`src/tcpm_pkg.sv`:
```
// Package for the transceiver configuration and power-mode block
package tcpm_pkg;

  // ==========================================================
  // Serial word layout
  localparam int WORD_BITS  = 16;
  localparam int ADDR_LSB   = 0;
  localparam int DATA_LSB   = 8;

  // ==========================================================
  // Register address codes
  localparam logic [7:0] ADDR_CTRL   = 8'hda;
  localparam logic [7:0] ADDR_GAIN   = 8'hdf;
  localparam logic [7:0] ADDR_RFMOD  = 8'hdd;
  localparam logic [7:0] ADDR_IFNUM  = 8'hd8;
  localparam logic [7:0] ADDR_IFMOD  = 8'hd9;
  localparam logic [7:0] ADDR_IFINT  = 8'hdb;
  localparam logic [7:0] ADDR_RFNUM  = 8'hdc;
  localparam logic [7:0] ADDR_RFINT  = 8'hde;

  // ==========================================================
  // Field positions within the data byte
  localparam int POS_PS      = 0;
  localparam int POS_BAND    = 2;
  localparam int POS_FNIF    = 4;
  localparam int POS_REFA    = 5;
  localparam int POS_AMPLIN  = 6;
  localparam int POS_GSRC    = 7;
  localparam int POS_GAIN    = 0;
  localparam int POS_REFB    = 5;
  localparam int POS_SINV    = 6;
  localparam int POS_CP      = 7;
  localparam int POS_MOD     = 0;
  localparam int POS_REFDIV  = 7;
  localparam int POS_OSCLP   = 7;
  localparam int POS_OFS     = 0;
  localparam int POS_COARSE  = 3;

  // ==========================================================
  // Reset values
  localparam logic [1:0] RST_PS      = 2'h0;
  localparam logic       RST_BAND    = 1'h0;
  localparam logic [4:0] RST_GAIN    = 5'h00;
  localparam logic       RST_SINV    = 1'h1;
  localparam logic       RST_REFDIV  = 1'h1;
  localparam logic [4:0] RST_RFCRS   = 5'h0a;
  localparam logic [2:0] RST_RFOFS   = 3'h0;
  localparam logic [6:0] RST_RFNUM   = 7'h30;
  localparam logic [6:0] RST_RFMOD   = 7'h4f;
  localparam logic [4:0] RST_IFCRS   = 5'h00;
  localparam logic [2:0] RST_IFOFS   = 3'h0;
  localparam logic [6:0] RST_IFNUM   = 7'h00;
  localparam logic [6:0] RST_IFMOD   = 7'h00;
  localparam logic       RST_GSRC    = 1'h1;
  localparam logic       RST_FNIF    = 1'h0;
  localparam logic       RST_REFZ    = 1'h0;
  localparam logic       RST_CP      = 1'h0;
  localparam logic       RST_OSCLP   = 1'h1;
  localparam logic       RST_AMPLIN  = 1'h0;

  // ==========================================================
  // Power modes
  typedef enum logic [1:0] {
    TCPM_SLEEP,
    TCPM_STANDBY,
    TCPM_IDLE,
    TCPM_ACTIVE
  } tcpm_mode_t;

endpackage
```
`src/tcpm_config.sv`:
```
// Serial configuration fields and power-mode decode of the transceiver
//
// Function
// Two-bit power state field resets to zero, picks standby, idle, active.
// Band select resets zero; one picks band A, zero band B.
// Five-bit serial gain level drives transmit gain when source is serial.
// Spectral invert defaults one, inverts both modulator and demodulator.
// Reference divider select defaults one, sets reference predivider.
// RF synthesizer words reset to 10, 0, 48 and 79.
// IF synthesizer words take effect only with fractional enable set.
// Gain source defaults one; one picks parallel pins, zero serial field.
// Fractional enable defaults zero; clear gives fixed low-power IF.
// Controller always writes zero to both reserved reference bits.
// Charge pump bit defaults zero; one gives continuous current mode.
// Oscillator low-power bit defaults one; zero gives full power.
// IF amplifier linearity bit defaults zero; front end untouched.
// All fields reload defaults at reset and when power enable rises.
// Both power bits set gives active; tx_rx_select picks transmit.
// Standby: clock, oscillator, serial on; idle adds PLLs; sleep all off.
// Sixteen-bit word, MSB first, data byte high, address byte low.
`timescale 1ns/1ps

module tcpm_config
  import tcpm_pkg::*;
(
  // Clock and reset
  input  wire logic       clk_sys,
  input  wire logic       rst_n,
  // Chip pins
  input  wire logic       chip_power_enable,
  input  wire logic       tx_rx_select,
  input  wire logic [4:0] gain_pins,
  // Three-wire serial port, sampled on clk_sys
  input  wire logic       ser_clk,
  input  wire logic       ser_data,
  input  wire logic       ser_enable,
  // Decoded mode
  output tcpm_mode_t      power_mode,
  output logic            clk_out_on,
  output logic            osc_on,
  output logic            serial_on,
  output logic            rf_pll_on,
  output logic            if_pll_on,
  output logic            tx_on,
  output logic            rx_on,
  // Field outputs
  output logic            band_a_sel,
  output logic [4:0]      tx_gain_eff,
  output logic            spectral_invert,
  output logic            ref_divider_select,
  output logic [4:0]      rf_int_coarse,
  output logic [2:0]      rf_int_offset,
  output logic [6:0]      rf_numerator,
  output logic [6:0]      rf_modulus,
  output logic            if_frac_mode,
  output logic [4:0]      if_int_coarse,
  output logic [2:0]      if_int_offset,
  output logic [6:0]      if_numerator,
  output logic [6:0]      if_modulus,
  output logic            charge_pump_cont,
  output logic            osc_low_power,
  output logic            if_amp_linearity
);

  // ==========================================================
  // Field storage
  logic [1:0]  power_state_sel_ff;
  logic        band_select_ff;
  logic [4:0]  tx_gain_level_ff;
  logic        spectral_invert_ff;
  logic        ref_divider_select_ff;
  logic [4:0]  rf_int_coarse_ff;
  logic [2:0]  rf_int_offset_ff;
  logic [6:0]  rf_numerator_ff;
  logic [6:0]  rf_modulus_ff;
  logic [4:0]  if_int_coarse_ff;
  logic [2:0]  if_int_offset_ff;
  logic [6:0]  if_numerator_ff;
  logic [6:0]  if_modulus_ff;
  logic        tx_gain_source_ff;
  logic        if_fractional_enable_ff;
  logic        reserved_zero_a_ff;
  logic        reserved_zero_b_ff;
  logic        charge_pump_cont_ff;
  logic        osc_low_power_ff;
  logic        if_amp_linearity_ff;
  logic [4:0]  gain_eff_ff;

  // ==========================================================
  // Serial shifter
  logic                  ser_clk_ff;
  logic                  pe_ff;
  logic [WORD_BITS-1:0]  shift_ff;
  logic [WORD_BITS-1:0]  nxt_shift;
  logic                  write_stb;
  logic                  load_dflt;
  logic [7:0]            wr_addr;
  logic [7:0]            wr_data;

  // Low power enable holds defaults; rising edge reloads them
  assign load_dflt = !chip_power_enable || (chip_power_enable && !pe_ff);

  always_ff @(posedge clk_sys) begin
    if (!rst_n) begin
      pe_ff      <= 1'b0;
      ser_clk_ff <= 1'b0;
    end else begin
      pe_ff      <= chip_power_enable;
      ser_clk_ff <= ser_clk;
    end
  end

  // Shift on rising serial clock while enable low, MSB first
  always_comb begin
    nxt_shift = shift_ff;
    if (!ser_enable && ser_clk && !ser_clk_ff) begin
      nxt_shift = {shift_ff[WORD_BITS-2:0], ser_data};
    end
  end

  always_ff @(posedge clk_sys) begin
    if (!rst_n || !chip_power_enable) begin
      shift_ff <= '0;
    end else begin
      shift_ff <= nxt_shift;
    end
  end

  // Word latched when enable returns high
  logic ser_en_ff;
  always_ff @(posedge clk_sys) begin
    if (!rst_n) begin
      ser_en_ff <= 1'b1;
    end else begin
      ser_en_ff <= ser_enable;
    end
  end

  assign write_stb = ser_enable && !ser_en_ff && chip_power_enable;
  assign wr_addr   = shift_ff[ADDR_LSB +: 8];
  assign wr_data   = shift_ff[DATA_LSB +: 8];

  // ==========================================================
  // Field writes
  logic  wr_ctrl;
  logic  wr_gain;
  logic  wr_rfmod;
  logic  wr_rfnum;
  logic  wr_rfint;
  logic  wr_ifint;
  logic  wr_ifnum;
  logic  wr_ifmod;

  assign wr_ctrl  = write_stb && (wr_addr == ADDR_CTRL);
  assign wr_gain  = write_stb && (wr_addr == ADDR_GAIN);
  assign wr_rfmod = write_stb && (wr_addr == ADDR_RFMOD);
  assign wr_rfnum = write_stb && (wr_addr == ADDR_RFNUM);
  assign wr_rfint = write_stb && (wr_addr == ADDR_RFINT);
  assign wr_ifint = write_stb && (wr_addr == ADDR_IFINT);
  assign wr_ifnum = write_stb && (wr_addr == ADDR_IFNUM);
  assign wr_ifmod = write_stb && (wr_addr == ADDR_IFMOD);

  always_ff @(posedge clk_sys) begin
    if (!rst_n || load_dflt) begin
      power_state_sel_ff <= RST_PS;
    end else if (wr_ctrl) begin
      power_state_sel_ff <= wr_data[POS_PS +: 2];
    end
  end

  always_ff @(posedge clk_sys) begin
    if (!rst_n || load_dflt) begin
      band_select_ff <= RST_BAND;
    end else if (wr_ctrl) begin
      band_select_ff <= wr_data[POS_BAND];
    end
  end

  always_ff @(posedge clk_sys) begin
    if (!rst_n || load_dflt) begin
      if_fractional_enable_ff <= RST_FNIF;
    end else if (wr_ctrl) begin
      if_fractional_enable_ff <= wr_data[POS_FNIF];
    end
  end

  always_ff @(posedge clk_sys) begin
    if (!rst_n || load_dflt) begin
      reserved_zero_a_ff <= RST_REFZ;
    end else if (wr_ctrl) begin
      reserved_zero_a_ff <= wr_data[POS_REFA];
    end
  end

  always_ff @(posedge clk_sys) begin
    if (!rst_n || load_dflt) begin
      if_amp_linearity_ff <= RST_AMPLIN;
    end else if (wr_ctrl) begin
      if_amp_linearity_ff <= wr_data[POS_AMPLIN];
    end
  end

  always_ff @(posedge clk_sys) begin
    if (!rst_n || load_dflt) begin
      tx_gain_source_ff <= RST_GSRC;
    end else if (wr_ctrl) begin
      tx_gain_source_ff <= wr_data[POS_GSRC];
    end
  end

  always_ff @(posedge clk_sys) begin
    if (!rst_n || load_dflt) begin
      tx_gain_level_ff <= RST_GAIN;
    end else if (wr_gain) begin
      tx_gain_level_ff <= wr_data[POS_GAIN +: 5];
    end
  end

  always_ff @(posedge clk_sys) begin
    if (!rst_n || load_dflt) begin
      reserved_zero_b_ff <= RST_REFZ;
    end else if (wr_gain) begin
      reserved_zero_b_ff <= wr_data[POS_REFB];
    end
  end

  always_ff @(posedge clk_sys) begin
    if (!rst_n || load_dflt) begin
      spectral_invert_ff <= RST_SINV;
    end else if (wr_gain) begin
      spectral_invert_ff <= wr_data[POS_SINV];
    end
  end

  always_ff @(posedge clk_sys) begin
    if (!rst_n || load_dflt) begin
      charge_pump_cont_ff <= RST_CP;
    end else if (wr_gain) begin
      charge_pump_cont_ff <= wr_data[POS_CP];
    end
  end

  always_ff @(posedge clk_sys) begin
    if (!rst_n || load_dflt) begin
      rf_modulus_ff <= RST_RFMOD;
    end else if (wr_rfmod) begin
      rf_modulus_ff <= wr_data[POS_MOD +: 7];
    end
  end

  always_ff @(posedge clk_sys) begin
    if (!rst_n || load_dflt) begin
      ref_divider_select_ff <= RST_REFDIV;
    end else if (wr_rfmod) begin
      ref_divider_select_ff <= wr_data[POS_REFDIV];
    end
  end

  always_ff @(posedge clk_sys) begin
    if (!rst_n || load_dflt) begin
      rf_numerator_ff <= RST_RFNUM;
    end else if (wr_rfnum) begin
      rf_numerator_ff <= wr_data[POS_MOD +: 7];
    end
  end

  always_ff @(posedge clk_sys) begin
    if (!rst_n || load_dflt) begin
      osc_low_power_ff <= RST_OSCLP;
    end else if (wr_rfnum) begin
      osc_low_power_ff <= wr_data[POS_OSCLP];
    end
  end

  always_ff @(posedge clk_sys) begin
    if (!rst_n || load_dflt) begin
      rf_int_coarse_ff <= RST_RFCRS;
    end else if (wr_rfint) begin
      rf_int_coarse_ff <= wr_data[POS_COARSE +: 5];
    end
  end

  always_ff @(posedge clk_sys) begin
    if (!rst_n || load_dflt) begin
      rf_int_offset_ff <= RST_RFOFS;
    end else if (wr_rfint) begin
      rf_int_offset_ff <= wr_data[POS_OFS +: 3];
    end
  end

  // IF words have no defined default; cleared to a known value
  always_ff @(posedge clk_sys) begin
    if (!rst_n || load_dflt) begin
      if_int_coarse_ff <= RST_IFCRS;
    end else if (wr_ifint) begin
      if_int_coarse_ff <= wr_data[POS_COARSE +: 5];
    end
  end

  always_ff @(posedge clk_sys) begin
    if (!rst_n || load_dflt) begin
      if_int_offset_ff <= RST_IFOFS;
    end else if (wr_ifint) begin
      if_int_offset_ff <= wr_data[POS_OFS +: 3];
    end
  end

  always_ff @(posedge clk_sys) begin
    if (!rst_n || load_dflt) begin
      if_numerator_ff <= RST_IFNUM;
    end else if (wr_ifnum) begin
      if_numerator_ff <= wr_data[POS_MOD +: 7];
    end
  end

  always_ff @(posedge clk_sys) begin
    if (!rst_n || load_dflt) begin
      if_modulus_ff <= RST_IFMOD;
    end else if (wr_ifmod) begin
      if_modulus_ff <= wr_data[POS_MOD +: 7];
    end
  end

  // ==========================================================
  // Transmit gain mux
  always_ff @(posedge clk_sys) begin
    if (!rst_n) begin
      gain_eff_ff <= RST_GAIN;
    end else if (tx_gain_source_ff) begin
      gain_eff_ff <= gain_pins;
    end else begin
      gain_eff_ff <= tx_gain_level_ff;
    end
  end

  // ==========================================================
  // Power mode decode
  always_comb begin
    if (!chip_power_enable) begin
      power_mode = TCPM_SLEEP;
    end else if (!power_state_sel_ff[0]) begin
      power_mode = TCPM_STANDBY;
    end else if (!power_state_sel_ff[1]) begin
      power_mode = TCPM_IDLE;
    end else begin
      power_mode = TCPM_ACTIVE;
    end
  end

  assign serial_on  = (power_mode != TCPM_SLEEP);
  assign osc_on     = serial_on;
  assign clk_out_on = serial_on;
  assign rf_pll_on  = (power_mode == TCPM_IDLE) ||
                      (power_mode == TCPM_ACTIVE);
  assign if_pll_on  = rf_pll_on;
  assign tx_on      = (power_mode == TCPM_ACTIVE) && tx_rx_select;
  assign rx_on      = (power_mode == TCPM_ACTIVE) && !tx_rx_select;

  // ==========================================================
  // Field outputs
  assign band_a_sel         = band_select_ff;
  assign tx_gain_eff        = gain_eff_ff;
  assign spectral_invert    = spectral_invert_ff;
  assign ref_divider_select = ref_divider_select_ff;
  assign rf_int_coarse      = rf_int_coarse_ff;
  assign rf_int_offset      = rf_int_offset_ff;
  assign rf_numerator       = rf_numerator_ff;
  assign rf_modulus         = rf_modulus_ff;
  assign if_frac_mode       = if_fractional_enable_ff && rf_pll_on;
  // IF words reach the synthesizer only in fractional mode
  assign if_int_coarse = if_frac_mode ? if_int_coarse_ff : '0;
  assign if_int_offset = if_frac_mode ? if_int_offset_ff : '0;
  assign if_numerator  = if_frac_mode ? if_numerator_ff  : '0;
  assign if_modulus    = if_frac_mode ? if_modulus_ff    : '0;
  assign charge_pump_cont   = charge_pump_cont_ff;
  assign osc_low_power      = osc_low_power_ff;
  assign if_amp_linearity   = if_amp_linearity_ff;

endmodule

```
`config.mk`:
```
export PLATFORM = sky130hd
export DESIGN_NAME = tcpm_config
export DESIGN_NICKNAME = d
export VERILOG_FILES = /design/src/tcpm_pkg.sv /design/src/tcpm_config.sv
export SDC_FILE = /design/constraint.sdc
export NUM_CORES = 1
export LEC_CHECK = 0
export BUFFER_PORTS_ARGS = -buffer_cell sky130_fd_sc_hd__buf_2
export CAP_MARGIN = 10
export CORE_UTILIZATION = 45
export CTS_CLUSTER_DIAMETER = 40
export DETAILED_ROUTE_END_ITERATION = 16
export HOLD_SLACK_MARGIN = 0.1
export PLACE_DENSITY_LB_ADDON = 0.2
export SLEW_MARGIN = 0
export SYNTH_ARGS = -nofsm -noshare
export SYNTH_HDL_FRONTEND = slang
export SYNTH_SLANG_ARGS = --single-unit
```
`constraint.sdc`:
```
create_clock -name clk_sys -period 1.4 [get_ports clk_sys]
set_input_delay 0.14 -clock clk_sys [delete_from_list [all_inputs] [get_ports clk_sys]]
set_output_delay 0.14 -clock clk_sys [all_outputs]
set_load 0.05 [all_outputs]
```
==> flow_metrics.env <==
export IMPL_status="finished with violations"
export IMPL_fin_area_um2=4710
export IMPL_finalNetCount=475
export IMPL_post_route_min_period_ns=1.50
export IMPL_setup_violations=40
export IMPL_whs_path_depth=3
export IMPL_vias_per_cell=4.94
export IMPL_power_share_sequential=0.528
export IMPL_grt_ovfl_total=0
export IMPL_num_vias=2803
export IMPL_die_area_um2=7890
export IMPL_port_buffers=76
export IMPL_detailed_place_hpwl_um=5690
export IMPL_io_pins=77
export IMPL_synth_adder_area_share=0
export IMPL_combPwrFrac=0.045
export IMPL_antennaDiodeCount=0
export IMPL_crit_path_end_kind="output port"
export IMPL_synth_cells=359
export IMPL_post_synth_instance_area_um2=3390
export IMPL_area_growth_syn_to_layout_pct=38.7
export IMPL_grt_pass1_wl_um=13200
export IMPL_clock_fmax_mhz=669
export IMPL_skew_ns=0.0108
export IMPL_placedCellCount=541
export IMPL_maxCapViolCount=0
export IMPL_clk_path_buf_depth=2
export IMPL_grt_max_degree=26
export IMPL_wl_per_cell_um=15.0
export IMPL_ys_flop_type="dfxtp_1"
export IMPL_rsz0062_at_grt="yes"
export IMPL_final_period_utilization=1.07
export IMPL_p_per_area_nw_per_um2=955
export IMPL_drt_wl_total_um=8480
export IMPL_yosysTopAreaCellShare=0.490
export IMPL_utilization=0.649
export IMPL_drt_initial_drc_count=95
export IMPL_synth_nets=371
export IMPL_synth_edf_count=0
export IMPL_synth_common_cells="nand2_1 (88), dfxtp_1 (83), mux2i_1 (64)"
export IMPL_clock_power_share=0.427
export IMPL_fin_cells=567
export IMPL_finalHoldViolations=0
export IMPL_max_slew_margin=0.731
export IMPL_muxShareOfSynthArea=0.189
export IMPL_coreArea_um2=7250
export IMPL_cp_max_fo=23
export IMPL_leakagePower_nw=2.22
export IMPL_path_clk_slew_ns=0.08
export IMPL_die_h_um=88.8
export IMPL_cts_tree="yes"
export IMPL_synth_cell_types=32
export IMPL_synth_top_family_by_area="simple AND/OR/NAND/NOR gates"
export IMPL_yosys_area_top_type="dfxtp_1"
export IMPL_vdd_drop_max_v=0.000500
export IMPL_cts_inserted_buffers=9
export IMPL_clk_latency_ns=0.35
export IMPL_synth_xor_area_share=0
export IMPL_fin_ws_ns=-0.0955
export IMPL_synth_simple_gate_area_share=0.251
export IMPL_swShare=0.220
export IMPL_worstMarginPinSlew_ns=0.403
export IMPL_drc=0
export IMPL_initial_core_util=0.468
export IMPL_drive_above_1_share=0.372
export IMPL_cts_sinks=83
export IMPL_dr_pass1_iters=4
export IMPL_startpoint_type="register"
export IMPL_fp_row_count=31
export IMPL_die_w_um=88.8
export IMPL_power_internal_w=0.00351
export IMPL_yosysWarnings=0
export IMPL_synth_area_leaders="dfxtp_1 (49%), mux2i_1 (19%), nand2_1 (9.7%), and2_1 (4.6%), a21oi_1 (2.4%)"
export IMPL_critical_path_class="reg2out"
export IMPL_violations="setup timing"
export IMPL_grt_antenna_before_repair=0
export IMPL_ys_seq_area_frac=0.490
export IMPL_syn_area_per_cell_um2=9.45
export IMPL_tns_ns=-2.71
export IMPL_cts_max_level=3
export IMPL_synthArstFlopShare=0
export IMPL_power_switching_w=0.000987
export IMPL_ant_nets=0
export IMPL_maxSlewViolCount=0
export IMPL_hold_path_class="in2reg"
export IMPL_grt_pass1_vias=2643
export IMPL_grt_usage=0.226
export IMPL_place_gp_congestion=0.803
export IMPL_rr_worst_depth=3
export IMPL_yosysMostFrequentCell="nand2_1"
export IMPL_place_ws_ns=-0.0895
export IMPL_synth_compound_area_frac=0.0258
export IMPL_place_area_um2=4090
export IMPL_required_ns=1.26
export IMPL_worstPathArrival_ns=1.36
export IMPL_synth_seq_cells=83
export IMPL_cts_root_buf="clkbuf_8"
-- final timing paths --
kind                                                          from                              end  slack, ns
worst min register to register     if_numerator_ff[0]$_SDFFE_PP0P_  if_numerator_ff[0]$_SDFFE_PP0P_       0.46
worst max-delay path            power_state_sel_ff[0]$_SDFFE_PP0P_                    if_modulus[1]       -0.1
worst min-delay path                                         rst_n                 pe_ff$_SDFF_PN0_       0.14
worst max register to register            shift_ff[5]$_SDFFE_PP0P_    rf_int_coarse[3]$_SDFFE_PP1P_      -0.09
-- layout make-up --
cell class	instances	area, um2
Timing Repair Buffer	121	982
Tap cell	99	124
Clock inverter	5	86.3
Inverter	2	7.51
Fill cell	607	2550
Clock buffer	11	141
Sequential cell	83	1670
Multi-Input combinational cell	246	1690
-- cell usage in the layout, fill, tap and decap left out, types with 2 or more instances in the layout --
cell type and count:
a21oi_1 16, and2_1 8, and2_2 8, and2_4 9, and3_4 2, and4b_2 2
buf_12 2, buf_2 52, buf_4 30, buf_6 13, buf_8 14, bufinv_16 2
clkbuf_8 10, clkinv_4 3, dfxtp_1 75, dfxtp_2 7, dlygate4sd3_1 10, inv_1 2
mux2i_1 64, nand2_1 87, nand4_2 3, nor2_1 21, nor2b_1 5, nor4_4 2
or4_4 3
-- metal layers --
metal,vias to the layer above,GRT usage,routed length [um]
met5,-,0,0
met4,0,0.113,225
met3,17,0.0354,351
met2,80,0.380,4260
met1,1313,0.281,3650
li1,1393,-,-
-- critical path: stages, from the launching register on --
cell	delay, ns
dfxtp_2	0.34
and3_4	0.17
buf_12	0.14
and2_2	0.20
buf_8	0.15
-- metrics by stage --
stage / total power, W / hold slack, ns
detailed placement: 0.00261 / 0.374
global route: 0.00463 / 0.158
global placement: 0.00261 / 0.371
finish: 0.00449 / 0.143
CTS: 0.00454 / 0.133
floorplan: 0.00255 / 0.241
-- flip-flops by register name, summed over array words and instances (netlist names), 2 cells and up --
register / count
shift_ff: 16
if_modulus_ff: 7
if_numerator_ff: 7
rf_modulus: 7
rf_numerator: 7
if_int_coarse_ff: 5
rf_int_coarse: 5
tx_gain_eff: 5
tx_gain_level_ff: 5
if_int_offset_ff: 3
rf_int_offset: 3
power_state_sel_ff: 2
-- power groups by stage --
stage	registers, W	logic [W]	clock network [W]
4_1_cts	0.00238	0.000200	0.00196
2_1_floorplan	0.00246	0.0000905	0
5_1_grt	0.00238	0.000217	0.00204
6_report	0.00237	0.000201	0.00192
3_5_place_dp	0.00243	0.000178	0
3_3_place_gp	0.00243	0.000177	0
-- what timing repair did --
item / 4_1_cts / 5_1_grt
gates cloned: 0 / 0
buffers inserted: 1 / 2
gates resized for setup: 68 / 28
hold endpoints to repair: 8 / 0
setup endpoints to repair: 54 / 65
hold buffers: 10 / 0
pin swaps: 3 / 3
-- logic make-up (layout without fill, tap and decap cells) --
logic type	count (synthesis)	count (layout)
and+or+nand+nor	165	165
DFF	83	83
muxes	64	64
buffers and inverters	30	139
AOI/OAI and AO/OA	17	17
Note: power is estimated with default switching activity, not from simulation.
